==> config.mk <==
export PLATFORM = sky130hd
export DESIGN_NAME = plc_frame_and_channel_ctrl
export DESIGN_NICKNAME = d
export VERILOG_FILES = /design/src/hdl/plc_pkg.sv /design/src/hdl/plc_frame_and_channel_ctrl.sv
export VERILOG_INCLUDE_DIRS = /design/src /design/src/hdl
export SDC_FILE = /design/constraint.sdc
export NUM_CORES = 2
export LEC_CHECK = 0
export ABC_AREA = 0
export CAP_MARGIN = 25
export CORE_MARGIN = 2
export CORE_UTILIZATION = 59
export CTS_CLUSTER_SIZE = 14
export DETAILED_ROUTE_END_ITERATION = 10
export DONT_BUFFER_PORTS = 1
export PLACE_DENSITY = 0.77
export SKIP_CTS_REPAIR_TIMING = 1
export SLEW_MARGIN = 30
export SYNTH_ARGS = -nofsm -noshare
export SYNTH_HDL_FRONTEND = slang
export SYNTH_SLANG_ARGS = --single-unit
==> constraint.sdc <==
create_clock -name clk -period 23 [get_ports clk]
set_input_delay 4.6 -clock clk [delete_from_list [all_inputs] [get_ports clk]]
set_output_delay 4.6 -clock clk [all_outputs]
set_load 0.01 [all_outputs]
==> src/hdl/plc_map.svh <==
// register map, field positions and reset values of the frame controller
// Function
// - preamble of 0xaa bytes, two to five
// - programmable unique word marks fsk frame start; psk uses the fixed PSK_UW
// - payload opens with its own length byte
// - both ends need identical fsk settings
// - one fsk parameter set for tx and rx
// - transmit on exactly one chosen channel
// - single mode listens to high channel only
// - dual mode locks onto first valid channel
// - each receive channel is psk or fsk
// - link length counts payload plus crc
// - host picks crc width, order and coverage
// - transmit appends computed crc
// - receive delivers only frames with matching crc
// - sniffer also reports frames failing crc
// - payload ciphered with shared readable 128-bit key
// - fsk rate selectable 1200 to 9600 baud
`ifndef PLC_MAP_SVH
`define PLC_MAP_SVH

// word indices; byte address is four times the index
`define REG_CTRL    4'h0
`define REG_UW      4'h1
`define REG_STATUS  4'h2
`define REG_TXLEN   4'h3
`define REG_TXDATA  4'h4
`define REG_RXDATA  4'h5
`define REG_KEY0    4'h6
`define REG_KEY3    4'h9

// control fields
`define CTRL_PRE_LSB  0
`define CTRL_UWN_LSB  3
`define CTRL_BAUD_LSB 5
`define CTRL_DEV      7
`define CTRL_DUAL     8
`define CTRL_TXHI     9
`define CTRL_HIFSK    10
`define CTRL_LOFSK    11
`define CTRL_CRC16    12
`define CTRL_LSBF     13
`define CTRL_COVLEN   14
`define CTRL_SNIFF    15
`define CTRL_CIPH     16
`define CTRL_MODE_LSB 17

`define CTRL_RST      32'h0000020a
`define UW_RST        32'h00009b58
`define PRE_BYTE      8'haa
`define PRE_MIN       3'h2
`define PRE_MAX       3'h5

`endif

==> src/hdl/plc_pkg.sv <==
// state types of the frame controller
package plc_pkg;
   typedef enum logic [2:0] {
      t_idle = 3'b000, t_pre = 3'b001, t_uw = 3'b010, t_mode = 3'b011,
      t_plen = 3'b100, t_dlen = 3'b101, t_pay = 3'b110, t_crc = 3'b111
   } tx_state_e;
   typedef enum logic [2:0] {
      r_hunt = 3'b000, r_mode = 3'b001, r_plen = 3'b010,
      r_dlen = 3'b011, r_pay = 3'b100, r_crc = 3'b101
   } rx_state_e;
endpackage

==> src/hdl/plc_frame_and_channel_ctrl.sv <==
// power line frame builder, parser and channel control with wishbone slave
`timescale 1ns/10ps
`include "plc_map.svh"
module plc_frame_and_channel_ctrl #(
   parameter int          DEPTH      = 32,
   parameter logic [15:0] PSK_UW     = 16'h9af3,
   parameter logic [15:0] CRC16_POLY = 16'h1021,
   parameter logic [15:0] CRC16_INIT = 16'hffff,
   parameter logic [7:0]  CRC8_POLY  = 8'h07,
   parameter logic [7:0]  CRC8_INIT  = 8'h00
)(
   input  wire logic        clk,
   input  wire logic        sys_rst,
   input  wire logic [5:0]  wb_adr_i,
   input  wire logic [31:0] wb_dat_i,
   input  wire logic [3:0]  wb_sel_i,
   input  wire logic        wb_we_i,
   input  wire logic        wb_cyc_i,
   input  wire logic        wb_stb_i,
   output logic      [31:0] wb_dat_o,
   output logic             wb_ack_o,
   input  wire logic        line_tx_ready,
   output logic      [7:0]  line_tx_byte,
   output logic             line_tx_valid,
   output logic             line_tx_high,
   output logic             line_tx_fsk,
   input  wire logic [7:0]  rx_hi_byte,
   input  wire logic        rx_hi_valid,
   input  wire logic [7:0]  rx_lo_byte,
   input  wire logic        rx_lo_valid,
   output logic      [1:0]  fsk_baud_sel,
   output logic             fsk_dev_half,
   output logic             rx_dual,
   output logic             rx_hi_fsk,
   output logic             rx_lo_fsk,
   output logic             rx_frame_ready
);
   localparam int IW = $clog2(DEPTH);

   logic [31:0]  ctrl_r, ctrl_nxt, uw_r, uw_nxt, dat_r, dat_nxt;
   logic [127:0] key_r, key_nxt;
   logic         ack_r, ack_nxt;
   plc_pkg::tx_state_e t_state_r, t_state_nxt;
   plc_pkg::rx_state_e r_state_r, r_state_nxt;
   logic [7:0]   t_cnt_r, t_cnt_nxt, t_len_r, t_len_nxt;
   logic [7:0]   pay_r, pay_nxt, tb_r, tb_nxt;
   logic         pay_v_r, pay_v_nxt, tv_r, tv_nxt;
   logic [15:0]  crc_t_r, crc_t_nxt, crc_r_r, crc_r_nxt;
   logic [15:0]  rcv_r, rcv_nxt;
   logic [7:0]   r_cnt_r, r_cnt_nxt, r_len_r, r_len_nxt;
   logic [7:0]   plen_r, plen_nxt, len_r, len_nxt, rd_r, rd_nxt;
   logic [31:0]  sh_hi_r, sh_hi_nxt, sh_lo_r, sh_lo_nxt;
   logic         lock_hi_r, lock_hi_nxt, rdy_r, rdy_nxt, bad_r, bad_nxt;
   logic [2:0]   mode_r, mode_nxt;
   logic         fsk_o_r, fsk_o_nxt;
   logic [7:0]   rbuf_r [DEPTH];
   logic [7:0]   rbuf_nxt [DEPTH];

   logic        crc16, lsbf, cov, fsk_t, req, go;
   logic [7:0]  crcb, rb, enc, cb;
   logic [2:0]  pre_n, uwn;
   logic [3:0]  widx;
   logic [31:0] m, uw_w;
   logic        rv;

   // serial crc, msb first per byte; width picked per frame
   function automatic logic [15:0] crc_upd(input logic [15:0] c,
                                           input logic [7:0]  d,
                                           input logic        w16);
      logic [15:0] r;
      logic        fb;
      r = c;
      for (int i = 7; i >= 0; i--)
      begin
         if (w16)
         begin
            fb = r[15] ^ d[i];
            r  = {r[14:0], 1'b0} ^ (fb ? CRC16_POLY : 16'h0000);
         end
         else
         begin
            fb = r[7] ^ d[i];
            r  = {8'h00, r[6:0], 1'b0} ^ (fb ? {8'h00, CRC8_POLY} : 16'h0000);
         end
      end
      return r;
   endfunction

   // compare the newest bytes of a channel against its start marker
   function automatic logic uw_hit(input logic [31:0] s, input logic f,
                                   input logic [2:0] n, input logic [31:0] w);
      logic [31:0] k;
      logic [2:0]  q;
      q = f ? n : 3'h2;
      case (q)
         3'h1:    k = 32'h000000ff;
         3'h2:    k = 32'h0000ffff;
         3'h3:    k = 32'h00ffffff;
         default: k = 32'hffffffff;
      endcase
      return ((s & k) == ((f ? w : {16'h0000, PSK_UW}) & k));
   endfunction

   assign crc16 = ctrl_r[`CTRL_CRC16];
   assign lsbf  = ctrl_r[`CTRL_LSBF];
   assign cov   = ctrl_r[`CTRL_COVLEN];
   assign crcb  = crc16 ? 8'h02 : 8'h01;
   assign uwn   = {1'b0, ctrl_r[`CTRL_UWN_LSB +: 2]} + 3'h1;
   assign fsk_t = ctrl_r[`CTRL_TXHI] ? ctrl_r[`CTRL_HIFSK]
                                     : ctrl_r[`CTRL_LOFSK];
   assign widx  = wb_adr_i[5:2];
   assign m     = {{8{wb_sel_i[3]}}, {8{wb_sel_i[2]}},
                   {8{wb_sel_i[1]}}, {8{wb_sel_i[0]}}};
   assign uw_w  = fsk_t ? uw_r : {16'h0000, PSK_UW};
   assign rb    = lock_hi_r ? rx_hi_byte : rx_lo_byte;
   assign rv    = lock_hi_r ? rx_hi_valid : rx_lo_valid;
   assign enc   = ctrl_r[`CTRL_CIPH]
                ? pay_r ^ key_r[{t_cnt_r[3:0], 3'b000} +: 8] : pay_r;

   always_comb
   begin
      pre_n = ctrl_r[`CTRL_PRE_LSB +: 3];
      if (pre_n < `PRE_MIN)
         pre_n = `PRE_MIN;
      if (pre_n > `PRE_MAX)
         pre_n = `PRE_MAX;
      if (crc16 && (lsbf ? (t_cnt_r != 8'h00) : (t_cnt_r == 8'h00)))
         cb = crc_t_r[15:8];
      else
         cb = crc_t_r[7:0];
   end

   always_comb
   begin
      ctrl_nxt = ctrl_r;   uw_nxt = uw_r;       key_nxt = key_r;
      ack_nxt = 1'b0;      dat_nxt = 32'h0;
      t_state_nxt = t_state_r; t_cnt_nxt = t_cnt_r; t_len_nxt = t_len_r;
      pay_nxt = pay_r;     pay_v_nxt = pay_v_r;
      tb_nxt = tb_r;       tv_nxt = 1'b0;       crc_t_nxt = crc_t_r;
      r_state_nxt = r_state_r; r_cnt_nxt = r_cnt_r; r_len_nxt = r_len_r;
      crc_r_nxt = crc_r_r; rcv_nxt = rcv_r;     plen_nxt = plen_r;
      len_nxt = len_r;     rd_nxt = rd_r;       mode_nxt = mode_r;
      sh_hi_nxt = sh_hi_r; sh_lo_nxt = sh_lo_r; lock_hi_nxt = lock_hi_r;
      rdy_nxt = rdy_r;     bad_nxt = bad_r;
      rbuf_nxt = rbuf_r;

      // ====================================================
      // wishbone slave; a data write stalls while a byte waits
      req = wb_cyc_i & wb_stb_i & ~ack_r;
      go  = req & ~(wb_we_i & (widx == `REG_TXDATA) & pay_v_r);
      ack_nxt = go;
      if (go && wb_we_i)
      begin
         case (widx)
            `REG_CTRL:   ctrl_nxt = (ctrl_r & ~m) | (wb_dat_i & m);
            `REG_UW:     uw_nxt = (uw_r & ~m) | (wb_dat_i & m);
            `REG_STATUS:
               if (wb_sel_i[0] && wb_dat_i[0])
                  rdy_nxt = 1'b0;
            `REG_TXLEN:
               if (wb_sel_i[0] && t_state_r == plc_pkg::t_idle)
               begin
                  t_len_nxt   = wb_dat_i[7:0];
                  t_cnt_nxt   = 8'h00;
                  t_state_nxt = plc_pkg::t_pre;
               end
            `REG_TXDATA:
               if (wb_sel_i[0])
               begin
                  pay_nxt   = wb_dat_i[7:0];
                  pay_v_nxt = 1'b1;
               end
            `REG_KEY0, 4'h7, 4'h8, `REG_KEY3:
               key_nxt[{widx[1:0] - 2'h2, 5'b00000} +: 32] =
                  (key_r[{widx[1:0] - 2'h2, 5'b00000} +: 32] & ~m)
                  | (wb_dat_i & m);
            default: ;
         endcase
      end
      else if (go)
      begin
         case (widx)
            `REG_CTRL:   dat_nxt = ctrl_r;
            `REG_UW:     dat_nxt = uw_r;
            `REG_STATUS: dat_nxt = {13'h0, mode_r, len_r, 3'h0,
                                    r_state_r != plc_pkg::r_hunt,
                                    t_state_r != plc_pkg::t_idle,
                                    lock_hi_r, bad_r, rdy_r};
            `REG_TXLEN:  dat_nxt = {24'h0, t_len_r};
            `REG_RXDATA:
            begin
               dat_nxt = {24'h0, rbuf_r[rd_r[IW-1:0]]};
               if (rd_r < len_r)
                  rd_nxt = rd_r + 8'h01;
            end
            `REG_KEY0, 4'h7, 4'h8, `REG_KEY3:
               dat_nxt = key_r[{widx[1:0] - 2'h2, 5'b00000} +: 32];
            default:     dat_nxt = 32'h0;
         endcase
      end

      // ====================================================
      // transmit framer, at most one byte per ready cycle on one channel
      if (line_tx_ready && t_state_r != plc_pkg::t_idle)
      begin
         tv_nxt = 1'b1;
         case (t_state_r)
            plc_pkg::t_pre:
            begin
               tb_nxt    = `PRE_BYTE;
               t_cnt_nxt = t_cnt_r + 8'h01;
               if (t_cnt_r == {5'h00, pre_n - 3'h1})
               begin
                  t_cnt_nxt   = 8'h00;
                  t_state_nxt = plc_pkg::t_uw;
               end
            end
            plc_pkg::t_uw:
            begin
               tb_nxt = 8'((uw_w >> {(fsk_t ? uwn : 3'h2) - 3'h1
                                     - t_cnt_r[2:0], 3'b000}));
               t_cnt_nxt = t_cnt_r + 8'h01;
               if (t_cnt_r[2:0] == (fsk_t ? uwn : 3'h2) - 3'h1)
                  t_state_nxt = fsk_t ? plc_pkg::t_plen : plc_pkg::t_mode;
            end
            plc_pkg::t_mode:
            begin
               tb_nxt      = {5'h00, ctrl_r[`CTRL_MODE_LSB +: 3]};
               t_state_nxt = plc_pkg::t_plen;
            end
            plc_pkg::t_plen:
            begin
               tb_nxt      = t_len_r + crcb + 8'h01;
               crc_t_nxt   = crc16 ? CRC16_INIT : {8'h00, CRC8_INIT};
               t_state_nxt = plc_pkg::t_dlen;
            end
            plc_pkg::t_dlen:
            begin
               tb_nxt    = t_len_r + crcb;
               t_cnt_nxt = 8'h00;
               if (cov)
                  crc_t_nxt = crc_upd(crc_t_r, tb_nxt, crc16);
               t_state_nxt = (t_len_r == 8'h00) ? plc_pkg::t_crc
                                                : plc_pkg::t_pay;
            end
            plc_pkg::t_pay:
               if (pay_v_r)
               begin
                  tb_nxt    = enc;
                  pay_v_nxt = 1'b0;
                  crc_t_nxt = crc_upd(crc_t_r, enc, crc16);
                  t_cnt_nxt = t_cnt_r + 8'h01;
                  if (t_cnt_r == t_len_r - 8'h01)
                  begin
                     t_cnt_nxt   = 8'h00;
                     t_state_nxt = plc_pkg::t_crc;
                  end
               end
               else
                  tv_nxt = 1'b0;
            plc_pkg::t_crc:
            begin
               tb_nxt    = cb;
               t_cnt_nxt = t_cnt_r + 8'h01;
               if (t_cnt_r == crcb - 8'h01)
                  t_state_nxt = plc_pkg::t_idle;
            end
            default: t_state_nxt = plc_pkg::t_idle;
         endcase
      end

      // ====================================================
      // receive parser; hunting pauses while a frame awaits the host
      case (r_state_r)
         plc_pkg::r_hunt:
            if (!rdy_r)
            begin
               if (rx_hi_valid)
                  sh_hi_nxt = {sh_hi_r[23:0], rx_hi_byte};
               if (rx_lo_valid && ctrl_r[`CTRL_DUAL])
                  sh_lo_nxt = {sh_lo_r[23:0], rx_lo_byte};
               if (rx_hi_valid && uw_hit(sh_hi_nxt,
                                         ctrl_r[`CTRL_HIFSK], uwn, uw_r))
               begin
                  lock_hi_nxt = 1'b1;
                  r_state_nxt = ctrl_r[`CTRL_HIFSK] ? plc_pkg::r_plen
                                                    : plc_pkg::r_mode;
               end
               else if (rx_lo_valid && ctrl_r[`CTRL_DUAL] &&
                        uw_hit(sh_lo_nxt, ctrl_r[`CTRL_LOFSK], uwn, uw_r))
               begin
                  lock_hi_nxt = 1'b0;
                  r_state_nxt = ctrl_r[`CTRL_LOFSK] ? plc_pkg::r_plen
                                                    : plc_pkg::r_mode;
               end
               if (r_state_nxt != plc_pkg::r_hunt)
               begin
                  sh_hi_nxt = 32'h0;
                  sh_lo_nxt = 32'h0;
               end
            end
         plc_pkg::r_mode:
            if (rv)
            begin
               mode_nxt    = rb[2:0];
               r_state_nxt = plc_pkg::r_plen;
            end
         plc_pkg::r_plen:
            if (rv)
            begin
               plen_nxt    = rb;
               crc_r_nxt   = crc16 ? CRC16_INIT : {8'h00, CRC8_INIT};
               r_state_nxt = plc_pkg::r_dlen;
            end
         plc_pkg::r_dlen:
            if (rv)
            begin
               r_cnt_nxt = 8'h00;
               r_len_nxt = rb - crcb;
               if (cov)
                  crc_r_nxt = crc_upd(crc_r_r, rb, crc16);
               if (rb < crcb || {1'b0, rb} + 9'h001 != {1'b0, plen_r}
                   || {1'b0, rb - crcb} > 9'(DEPTH))
                  r_state_nxt = plc_pkg::r_hunt;
               else
                  r_state_nxt = (rb == crcb) ? plc_pkg::r_crc
                                             : plc_pkg::r_pay;
            end
         plc_pkg::r_pay:
            if (rv)
            begin
               rbuf_nxt[r_cnt_r[IW-1:0]] = ctrl_r[`CTRL_CIPH]
                  ? rb ^ key_r[{r_cnt_r[3:0], 3'b000} +: 8] : rb;
               crc_r_nxt = crc_upd(crc_r_r, rb, crc16);
               r_cnt_nxt = r_cnt_r + 8'h01;
               if (r_cnt_r == r_len_r - 8'h01)
               begin
                  r_cnt_nxt   = 8'h00;
                  r_state_nxt = plc_pkg::r_crc;
               end
            end
         plc_pkg::r_crc:
            if (rv)
            begin
               rcv_nxt   = (crc16 && lsbf) ? {rb, rcv_r[15:8]}
                                           : {rcv_r[7:0], rb};
               r_cnt_nxt = r_cnt_r + 8'h01;
               if (r_cnt_r == crcb - 8'h01)
               begin
                  r_state_nxt = plc_pkg::r_hunt;
                  bad_nxt = crc16 ? (rcv_nxt != crc_r_r)
                                  : (rcv_nxt[7:0] != crc_r_r[7:0]);
                  if (!bad_nxt || ctrl_r[`CTRL_SNIFF])
                  begin
                     rdy_nxt = 1'b1;
                     len_nxt = r_len_r;
                     rd_nxt  = 8'h00;
                  end
                  else
                     bad_nxt = bad_r;
               end
            end
         default: r_state_nxt = plc_pkg::r_hunt;
      endcase

      // family flag registered so the pin follows the control word
      fsk_o_nxt = ctrl_nxt[`CTRL_TXHI] ? ctrl_nxt[`CTRL_HIFSK]
                                       : ctrl_nxt[`CTRL_LOFSK];
   end

   always_ff @(posedge clk or posedge sys_rst)
   begin
      if (sys_rst)
      begin
         ctrl_r <= `CTRL_RST;  uw_r <= `UW_RST;  key_r <= 128'h0;
         ack_r <= 1'b0;        dat_r <= 32'h0;
         t_state_r <= plc_pkg::t_idle; t_cnt_r <= 8'h00; t_len_r <= 8'h00;
         pay_r <= 8'h00;       pay_v_r <= 1'b0;
         tb_r <= 8'h00;        tv_r <= 1'b0;     crc_t_r <= 16'h0000;
         r_state_r <= plc_pkg::r_hunt; r_cnt_r <= 8'h00; r_len_r <= 8'h00;
         crc_r_r <= 16'h0000;  rcv_r <= 16'h0000; plen_r <= 8'h00;
         len_r <= 8'h00;       rd_r <= 8'h00;    mode_r <= 3'h0;
         sh_hi_r <= 32'h0;     sh_lo_r <= 32'h0; lock_hi_r <= 1'b1;
         rdy_r <= 1'b0;        bad_r <= 1'b0;    fsk_o_r <= 1'b0;
         for (int i = 0; i < DEPTH; i++)
            rbuf_r[i] <= 8'h00;
      end
      else
      begin
         ctrl_r <= ctrl_nxt;   uw_r <= uw_nxt;   key_r <= key_nxt;
         ack_r <= ack_nxt;     dat_r <= dat_nxt;
         t_state_r <= t_state_nxt; t_cnt_r <= t_cnt_nxt; t_len_r <= t_len_nxt;
         pay_r <= pay_nxt;     pay_v_r <= pay_v_nxt;
         tb_r <= tb_nxt;       tv_r <= tv_nxt;   crc_t_r <= crc_t_nxt;
         r_state_r <= r_state_nxt; r_cnt_r <= r_cnt_nxt; r_len_r <= r_len_nxt;
         crc_r_r <= crc_r_nxt; rcv_r <= rcv_nxt; plen_r <= plen_nxt;
         len_r <= len_nxt;     rd_r <= rd_nxt;   mode_r <= mode_nxt;
         sh_hi_r <= sh_hi_nxt; sh_lo_r <= sh_lo_nxt; lock_hi_r <= lock_hi_nxt;
         rdy_r <= rdy_nxt;     bad_r <= bad_nxt; fsk_o_r <= fsk_o_nxt;
         rbuf_r <= rbuf_nxt;
      end
   end

   // the mixed fsk/psk rate cap is left to software
   assign wb_dat_o       = dat_r;
   assign wb_ack_o       = ack_r;
   assign line_tx_byte   = tb_r;
   assign line_tx_valid  = tv_r;
   assign line_tx_high   = ctrl_r[`CTRL_TXHI];
   assign line_tx_fsk    = fsk_o_r;
   assign fsk_baud_sel   = ctrl_r[`CTRL_BAUD_LSB +: 2];
   assign fsk_dev_half   = ctrl_r[`CTRL_DEV];
   assign rx_dual        = ctrl_r[`CTRL_DUAL];
   assign rx_hi_fsk      = ctrl_r[`CTRL_HIFSK];
   assign rx_lo_fsk      = ctrl_r[`CTRL_LOFSK];
   assign rx_frame_ready = rdy_r;
endmodule

---- After elaboration in Yosys (flattened, before gate mapping) ----
Index checks and enable logic that the tools add are counted.
storage, ports and cells
  register bits after elaboration ......... 680
  input bits .............................. 66
  output and inout bits ................... 51
  word-level logic and storage cells ...... 632
cells by class
  $add $sub $neg .......................... 16
  order comparisons ....................... 8
  equal/unequal tests ..................... 50
  shift-type cells ........................ 6
  muxes and demuxes ....................... 295
  bitwise gates (word level) .............. 148
  reduce and logical (&&, ||, !) cells .... 48
operators by type and width
  kind                      count
  $mux 16                   116
  $mux 32                   18
  $xor 16x13->16            31
  $mux 13                   31
  $and 32x32->32            8
  $bwmux 256                1
  $shiftx 128x8->8          2
  $xor 8x3->8               31
  $mux 8                    27
  $pmux 32 s3               2
  $pmux 32 s6               1
  $mux 3                    59
  $bwmux 128                1
  $shift 32x9->128 const A  1
  $shiftx 128x8->32         1
  $shiftx 32x9->128         1
  $or 32x32->32             3
  $pmux 16 s3               2
  $eq 32x32->1              2
  $xor 1x1->1               62
  $pmux 8 s7                1
  $bmux 8 s5                1
  $demux 8 s5               1
  $add 8x1->8 const B       4
  other kinds (62)          164

---- Logic depth before layout (Yosys ltp) ----
  word-level depth ........................ 58
  depth in mapped cells ................... 17
  mapped depth without buffers ............ 12

---- Worst setup path before layout ----
OpenSTA, ideal clock, no wires.
  path kind ............................... input -> register
  from .................................... input wb_adr_i[3]
  to ...................................... register key_r[116]
  arrival time ............................ 7266 ps
  required time ........................... 22917 ps
  setup slack ............................. 15651 ps
  stages on the path ...................... 13
  path buffers ............................ 3
  path through ............................ clkbuf_1 -> clkbuf_1 -> inv_1 -> ha_1 -> nand2_1 -> nor2_1 -> nor3_1 -> nand2_1 -> a21oi_1 -> nand2_1 -> or4b_1 -> clkbuf_1 -> o21ai_0
between the ends
  word-level cells in the longest chain between the ends .. 7
  elaborated cells on any way between the ends .. 20
  those cells by class .................... add/sub: 2; eq/ne: 5; shift: 3; mux: 1; bitwise: 6; reduce/logical: 3
ends and longest elaborated chain
  item                               line                               source
  from (decl)                        plc_frame_and_channel_ctrl.sv:14   input wire logic [5:0] wb_adr_i,
  $eq 4x3->1                         --
  $and 1x1->1 (2 in series)          plc_frame_and_channel_ctrl.sv:150  go = req & ~(wb_we_i & (widx == `REG_TXDATA) & pay_v_r);
  $not 1->1                          plc_frame_and_channel_ctrl.sv:150
  $and 1x1->1                        plc_frame_and_channel_ctrl.sv:150
  via ack_nxt                        plc_frame_and_channel_ctrl.sv:42   logic ack_r, ack_nxt;
  $logic_and 1x1->1                  plc_frame_and_channel_ctrl.sv:152  if (go && wb_we_i)
  $reduce_and 2->1 (no source line)  --
  to (signal assigned)               plc_frame_and_channel_ctrl.sv:390  ctrl_r <= ctrl_nxt; uw_r <= uw_nxt; key_r <= key_nxt;
  to (decl)                          plc_frame_and_channel_ctrl.sv:41   logic [127:0] key_r, key_nxt;
The timed path passes the listed nets, and every way through them passes these cells.
A chain may end at the register's enable or synchronous reset.

---- Worst setup path after layout ----
  from .................................... input rx_hi_byte[2]
  to ...................................... register len_r[7]
between the ends
  word-level cells in the longest chain between the ends .. 7
  elaborated cells on any way between the ends .. 8
  those cells by class .................... eq/ne: 2; mux: 3; reduce/logical: 3
ends and longest elaborated chain
  item                                        line                                                                  source
  from (decl)                                 plc_frame_and_channel_ctrl.sv:27                                      input wire logic [7:0] rx_hi_byte,
  $mux 8 (*)                                  plc_frame_and_channel_ctrl.sv:115                                     assign rb = lock_hi_r ? rx_hi_byte : rx_lo_byte;
  $mux 16 (*)                                 plc_frame_and_channel_ctrl.sv:345                                     rcv_nxt = (crc16 && lsbf) ? {rb, rcv_r[15:8]}
  $ne 16x16->1 or $ne 8x8->1 (tied branches)  plc_frame_and_channel_ctrl.sv:351, plc_frame_and_channel_ctrl.sv:352
  $mux 1 (*)                                  plc_frame_and_channel_ctrl.sv:351                                     bad_nxt = crc16 ? (rcv_nxt != crc_r_r)
  $logic_not 1->1 (*)                         plc_frame_and_channel_ctrl.sv:353                                     if (!bad_nxt || ctrl_r[`CTRL_SNIFF])
  $logic_or 1x1->1 (*)                        plc_frame_and_channel_ctrl.sv:353
  $reduce_and 4->1 (no source line) (*)       --
  to (signal assigned)                        plc_frame_and_channel_ctrl.sv:397                                     len_r <= len_nxt; rd_r <= rd_nxt; mode_r <= mode_nxt;
  to (decl)                                   plc_frame_and_channel_ctrl.sv:51                                      logic [7:0] plen_r, plen_nxt, len_r, len_nxt, rd_r, rd_nxt;
Mark *: on every way between the ends. The rest lies on a longest branch, timed or not.

==> results by stage <==
Layout:
- The post-route netlist has 23.8% of its cells at a drive strength greater than 1.
- The final layout contains 3405 nets.
- For this run, the number of standard cells in the final layout without fillers is 4232.
- The area added between synthesis and finish is 8.88%.

Placed design:
- During placement, the flow inserted port buffers numbering 0.
- The detailed-placement wirelength estimate is 81700 um.
- The congestion estimate from routability-driven global placement came to 0.995.
- The count of placed standard cells including taps is 4089.

Logic synthesis:
- For this run, the leading register cell type out of synthesis is dfrtp_1.
- The post-synthesis instance total is 3427.
- The top cell type by area accounts for 42.8% of the synthesized area.
- The post-synth design cell area is 39000 um^2.
- Synthesis produced a netlist with a net count of 3529.
- During synthesis, Yosys emitted a total of 0 warnings.
- Synthesis instantiated 96 different standard cells from the library.
- Sequential elements use 43.7% of the synthesized area.
- The cell accounting for the most synthesized area is dfrtp_1.
- The share of synthesized flip-flops with an asynchronous set or reset is 100%.
- Each instance of the synthesized netlist takes up on average 11.4 um^2.
- Sorting the synthesized cells by how often they occur yields dfrtp_1, nand2_1, mux2_2.
- The number of register bits inferred by synthesis is 680.
- Yosys attributes the largest share of cell area to dfrtp_1, mux4_2, mux2_2.
- In this run, synthesis inferred 0 flip-flops with an integrated enable.
- In the post-synthesis netlist, the cell with the most instances is dfrtp_1.

Global routing:
- The pin count of the biggest net entering global routing is 182.
- The via count of the first global-routing pass was 29500.
- The global route total overflow is 0.
- The number of antenna violations at the first check in global routing came to 5.
- The overall track demand over capacity in global routing is 35.2%.
- The wire length of the first global-routing pass is 181000 um.

Die:
- The row count is 94.
- The starting density of the core is 59.5%.
- The die outline height is 261 um.
- Pin placement for this block handled 117 I/O pins.
- The floorplan step defined a die boundary enclosing 68200 um^2.
- After floorplanning, the core was sized to cover 65600 um^2.
- In this run the horizontal extent of the chip is 261 um.

Detailed routing:
- The post-detailed-routing wire length is 118000 um.
- In this run, the number of DRC markers left after iteration 0 of detailed routing was 3649.
- The number of iterations in the first detailed-routing pass is 7.
- The total vias in the final route is 29276.
- The routed length per placed instance is 28.0 um.
- The average via count per standard cell is 6.92.
- The count of nets left with antenna violations once routing finished came out at 0.
- After detailed routing, the number of remaining DRC violations is 0.

Timing:
- The final-layout setup total negative slack is 0 ns.
- The worst pin sits at a relative slew slack of 28.4%.
- The final count of negative-setup-slack endpoints is 0.
- Of the available clock period, the critical path in the final layout requires 31.4%.
- Setup repair after global routing left no endpoint under its margin.
- The hold violation count in the final report came to 0.
- For the finished layout, the period the worst path requires is 7.22 ns.
- The slew of the pin with the lowest slew margin is 1.07 ns.
- The number of max-slew violations in the final report is 0.
- Between clock sinks in the finished design, the worst skew comes to 0.0462 ns.
- The highest clock rate is 139 MHz.

Critical path:
- Together, buffers and inverters on the worst path number 1.
- STA classifies the critical path startpoint as an input port.
- For the worst setup path, the data arrival time is 7.73 ns.
- At the worst endpoint, the required time is 23.51 ns.
- Traced cell by cell, the critical path runs through mux2i_2, buf_4, nor2_1, a21oi_1, xnor2_1, nor4_1, a21oi_1, nor3_1, o21a_1, mux2_2.
- The type of the setup path with the least slack is input port to flop.
- The endpoint kind of the worst setup timing path is a flop.
- In this run the worst path has a maximum fanout of 17.
- The top cell family by delay on the critical path is multiplexers.
- On the worst path, the slowest cell contributes a delay of 0.62 ns.
- By instance count, the cell type seen most on the critical path is a21oi_1.
- On the critical path, the stage with the largest delay is an instance of o21a_1.

Clock tree:
- The clock root buffer master is clkbuf_16.
- The clock latency on the worst-skew pair is 0.67 ns.
- The number of H-tree branching levels is 3.
- CTS saw 680 sinks.
- The CTS tree is done.
- The buffer depth of the longest clock path is 3.
- The number of CTS-inserted buffers is 74.
- The clock transition at the register clock pins on the worst setup and hold paths after CTS is 0.06 ns.

Pwr:
- In this run the power density over the cells is 88.4 nW/um^2.
- VDD sags by at most 0.0927 mV.
- The leakage power summed over all cells is 18.7 nW.
- The overall power is 3.75 mW.

Run status:
- The flow ran to the end, and the final reports show no timing, DRC or antenna violations.

Hold path:
- In this run the worst hold path is classified as flop to flop.

Flow run:
- Across the run, the number of max-cap violations was 0.
[flip-flops by register name, indices dropped and copies added (netlist names), 8 cells and up, named ones only]
signal,cells
r_len_r,8
t_len_r,8
sh_lo_r,32
rbuf_r,256
pay_r,8
len_r,8
crc_t_r,16
wb_dat_o,32
sh_hi_r,32
rd_r,8
key_r,128
plen_r,8
crc_r_r,16
r_cnt_r,8
rcv_r,16
line_tx_byte,8
t_cnt_r,8
[final cells by class]
type                            instances  area (um^2)
Fill cell                            4863        23100
Tap cell                              864         1080
Inverter                               49          188
Multi-Input combinational cell       2438        20900
Antenna cell                            3         7.51
Sequential cell                       680        17000
Timing Repair Buffer                   60          538
Clock buffer                           99         2060
Clock inverter                         39          696
[cell families (layout without fill, tap and decap cells)]
logic type,Yosys count,count (layout),share of synthesized area (%)
mux,652,652,24.0
fa+ha+maj,37,37,1.24
xor+xnor,274,274,7.16
flops,680,680,43.7
compound gates,668,668,11.3
simple gates,807,807,9.52
other cells,0,3,0
buf+inv,309,247,3.19
[placed cells by master, fill, tap and decap left out, types with 19 or more instances in the layout]
cell type  synthesis  routed
xor2_1            82      78
nand2_1          413     411
mux2i_1          107     104
nor3_1            31      30
a22oi_1           19      19
ha_1              33      33
and3_1            30      30
xnor3_1           19      19
clkbuf_16          0      74
and2_1            21      21
buf_4              4      50
a21boi_0          19      19
mux2_2           354     354
mux4_2           186     186
a21oi_1           80      79
a21o_1            21      21
nand3_1           46      44
inv_1             48      47
nor2_1           121     120
o31ai_1           43      42
o21ai_0          256     256
nand4_1           24      24
dfrtp_1          668     662
a222oi_1          28      28
xnor2_1          162     156
a22o_1            63      63
[worst register-to-register path, stage by stage, from the launching register on]
cell	delay (ns)
dfrtp_2	0.34
buf_4	0.61
nand2_1	0.78
a21oi_1	0.48
xnor2_1	0.11
nor4_1	0.36
a21oi_1	0.11
nor3_1	0.40
o21a_1	0.63
mux2_2	0.41
[path summary, 6_finish.rpt]
kind | startpoint | endpoint | slack, ns | cells after the start
setup / recovery | rx_hi_byte[2] | len_r[7] | 15.78 | 10
hold / removal | rcv_r[10] | rcv_r[10] | 0.48 | 2
setup reg to reg | flop | len_r[7] | 18.63 | 9
hold reg to reg | rcv_r[10] | rcv_r[10] | 0.48 | 2
max in group asynchronous | sys_rst | crc_r_r[7] | 16.71 | 5
min in group asynchronous | sys_rst | key_r[93] | 3.84 | 1
[stage by stage]
step | util, % | worst slack, ns | area [um^2] | hold WS, ns
global route | 64.7 | 15.61 | 42500 | 0.505
global placement | 60.3 | 15.25 | 39600 | 0.458
finish | 64.7 | 15.78 | 42500 | 0.477
CTS | 64.6 | 15.81 | 42400 | 0.479
floorplan | - | 9.11 | 39000 | 0.445
detailed placement | 60.4 | 15.16 | 39600 | 0.467
[metal layers]
layer / GRT usage, % / share of wire (%)
met5: 0 / 0.011
met4: 15.9 / 5.1
met2: 54.2 / 46
met1: 46.9 / 38
met3: 9.67 / 11
[power by group]
part           switching [mW]  leakage [nW]  internal [mW]
sequential              0.161          9.28           1.29
combinational           0.536          8.12          0.439
clock                   0.531          1.34          0.798
Note: power is estimated with default switching activity, not from simulation.
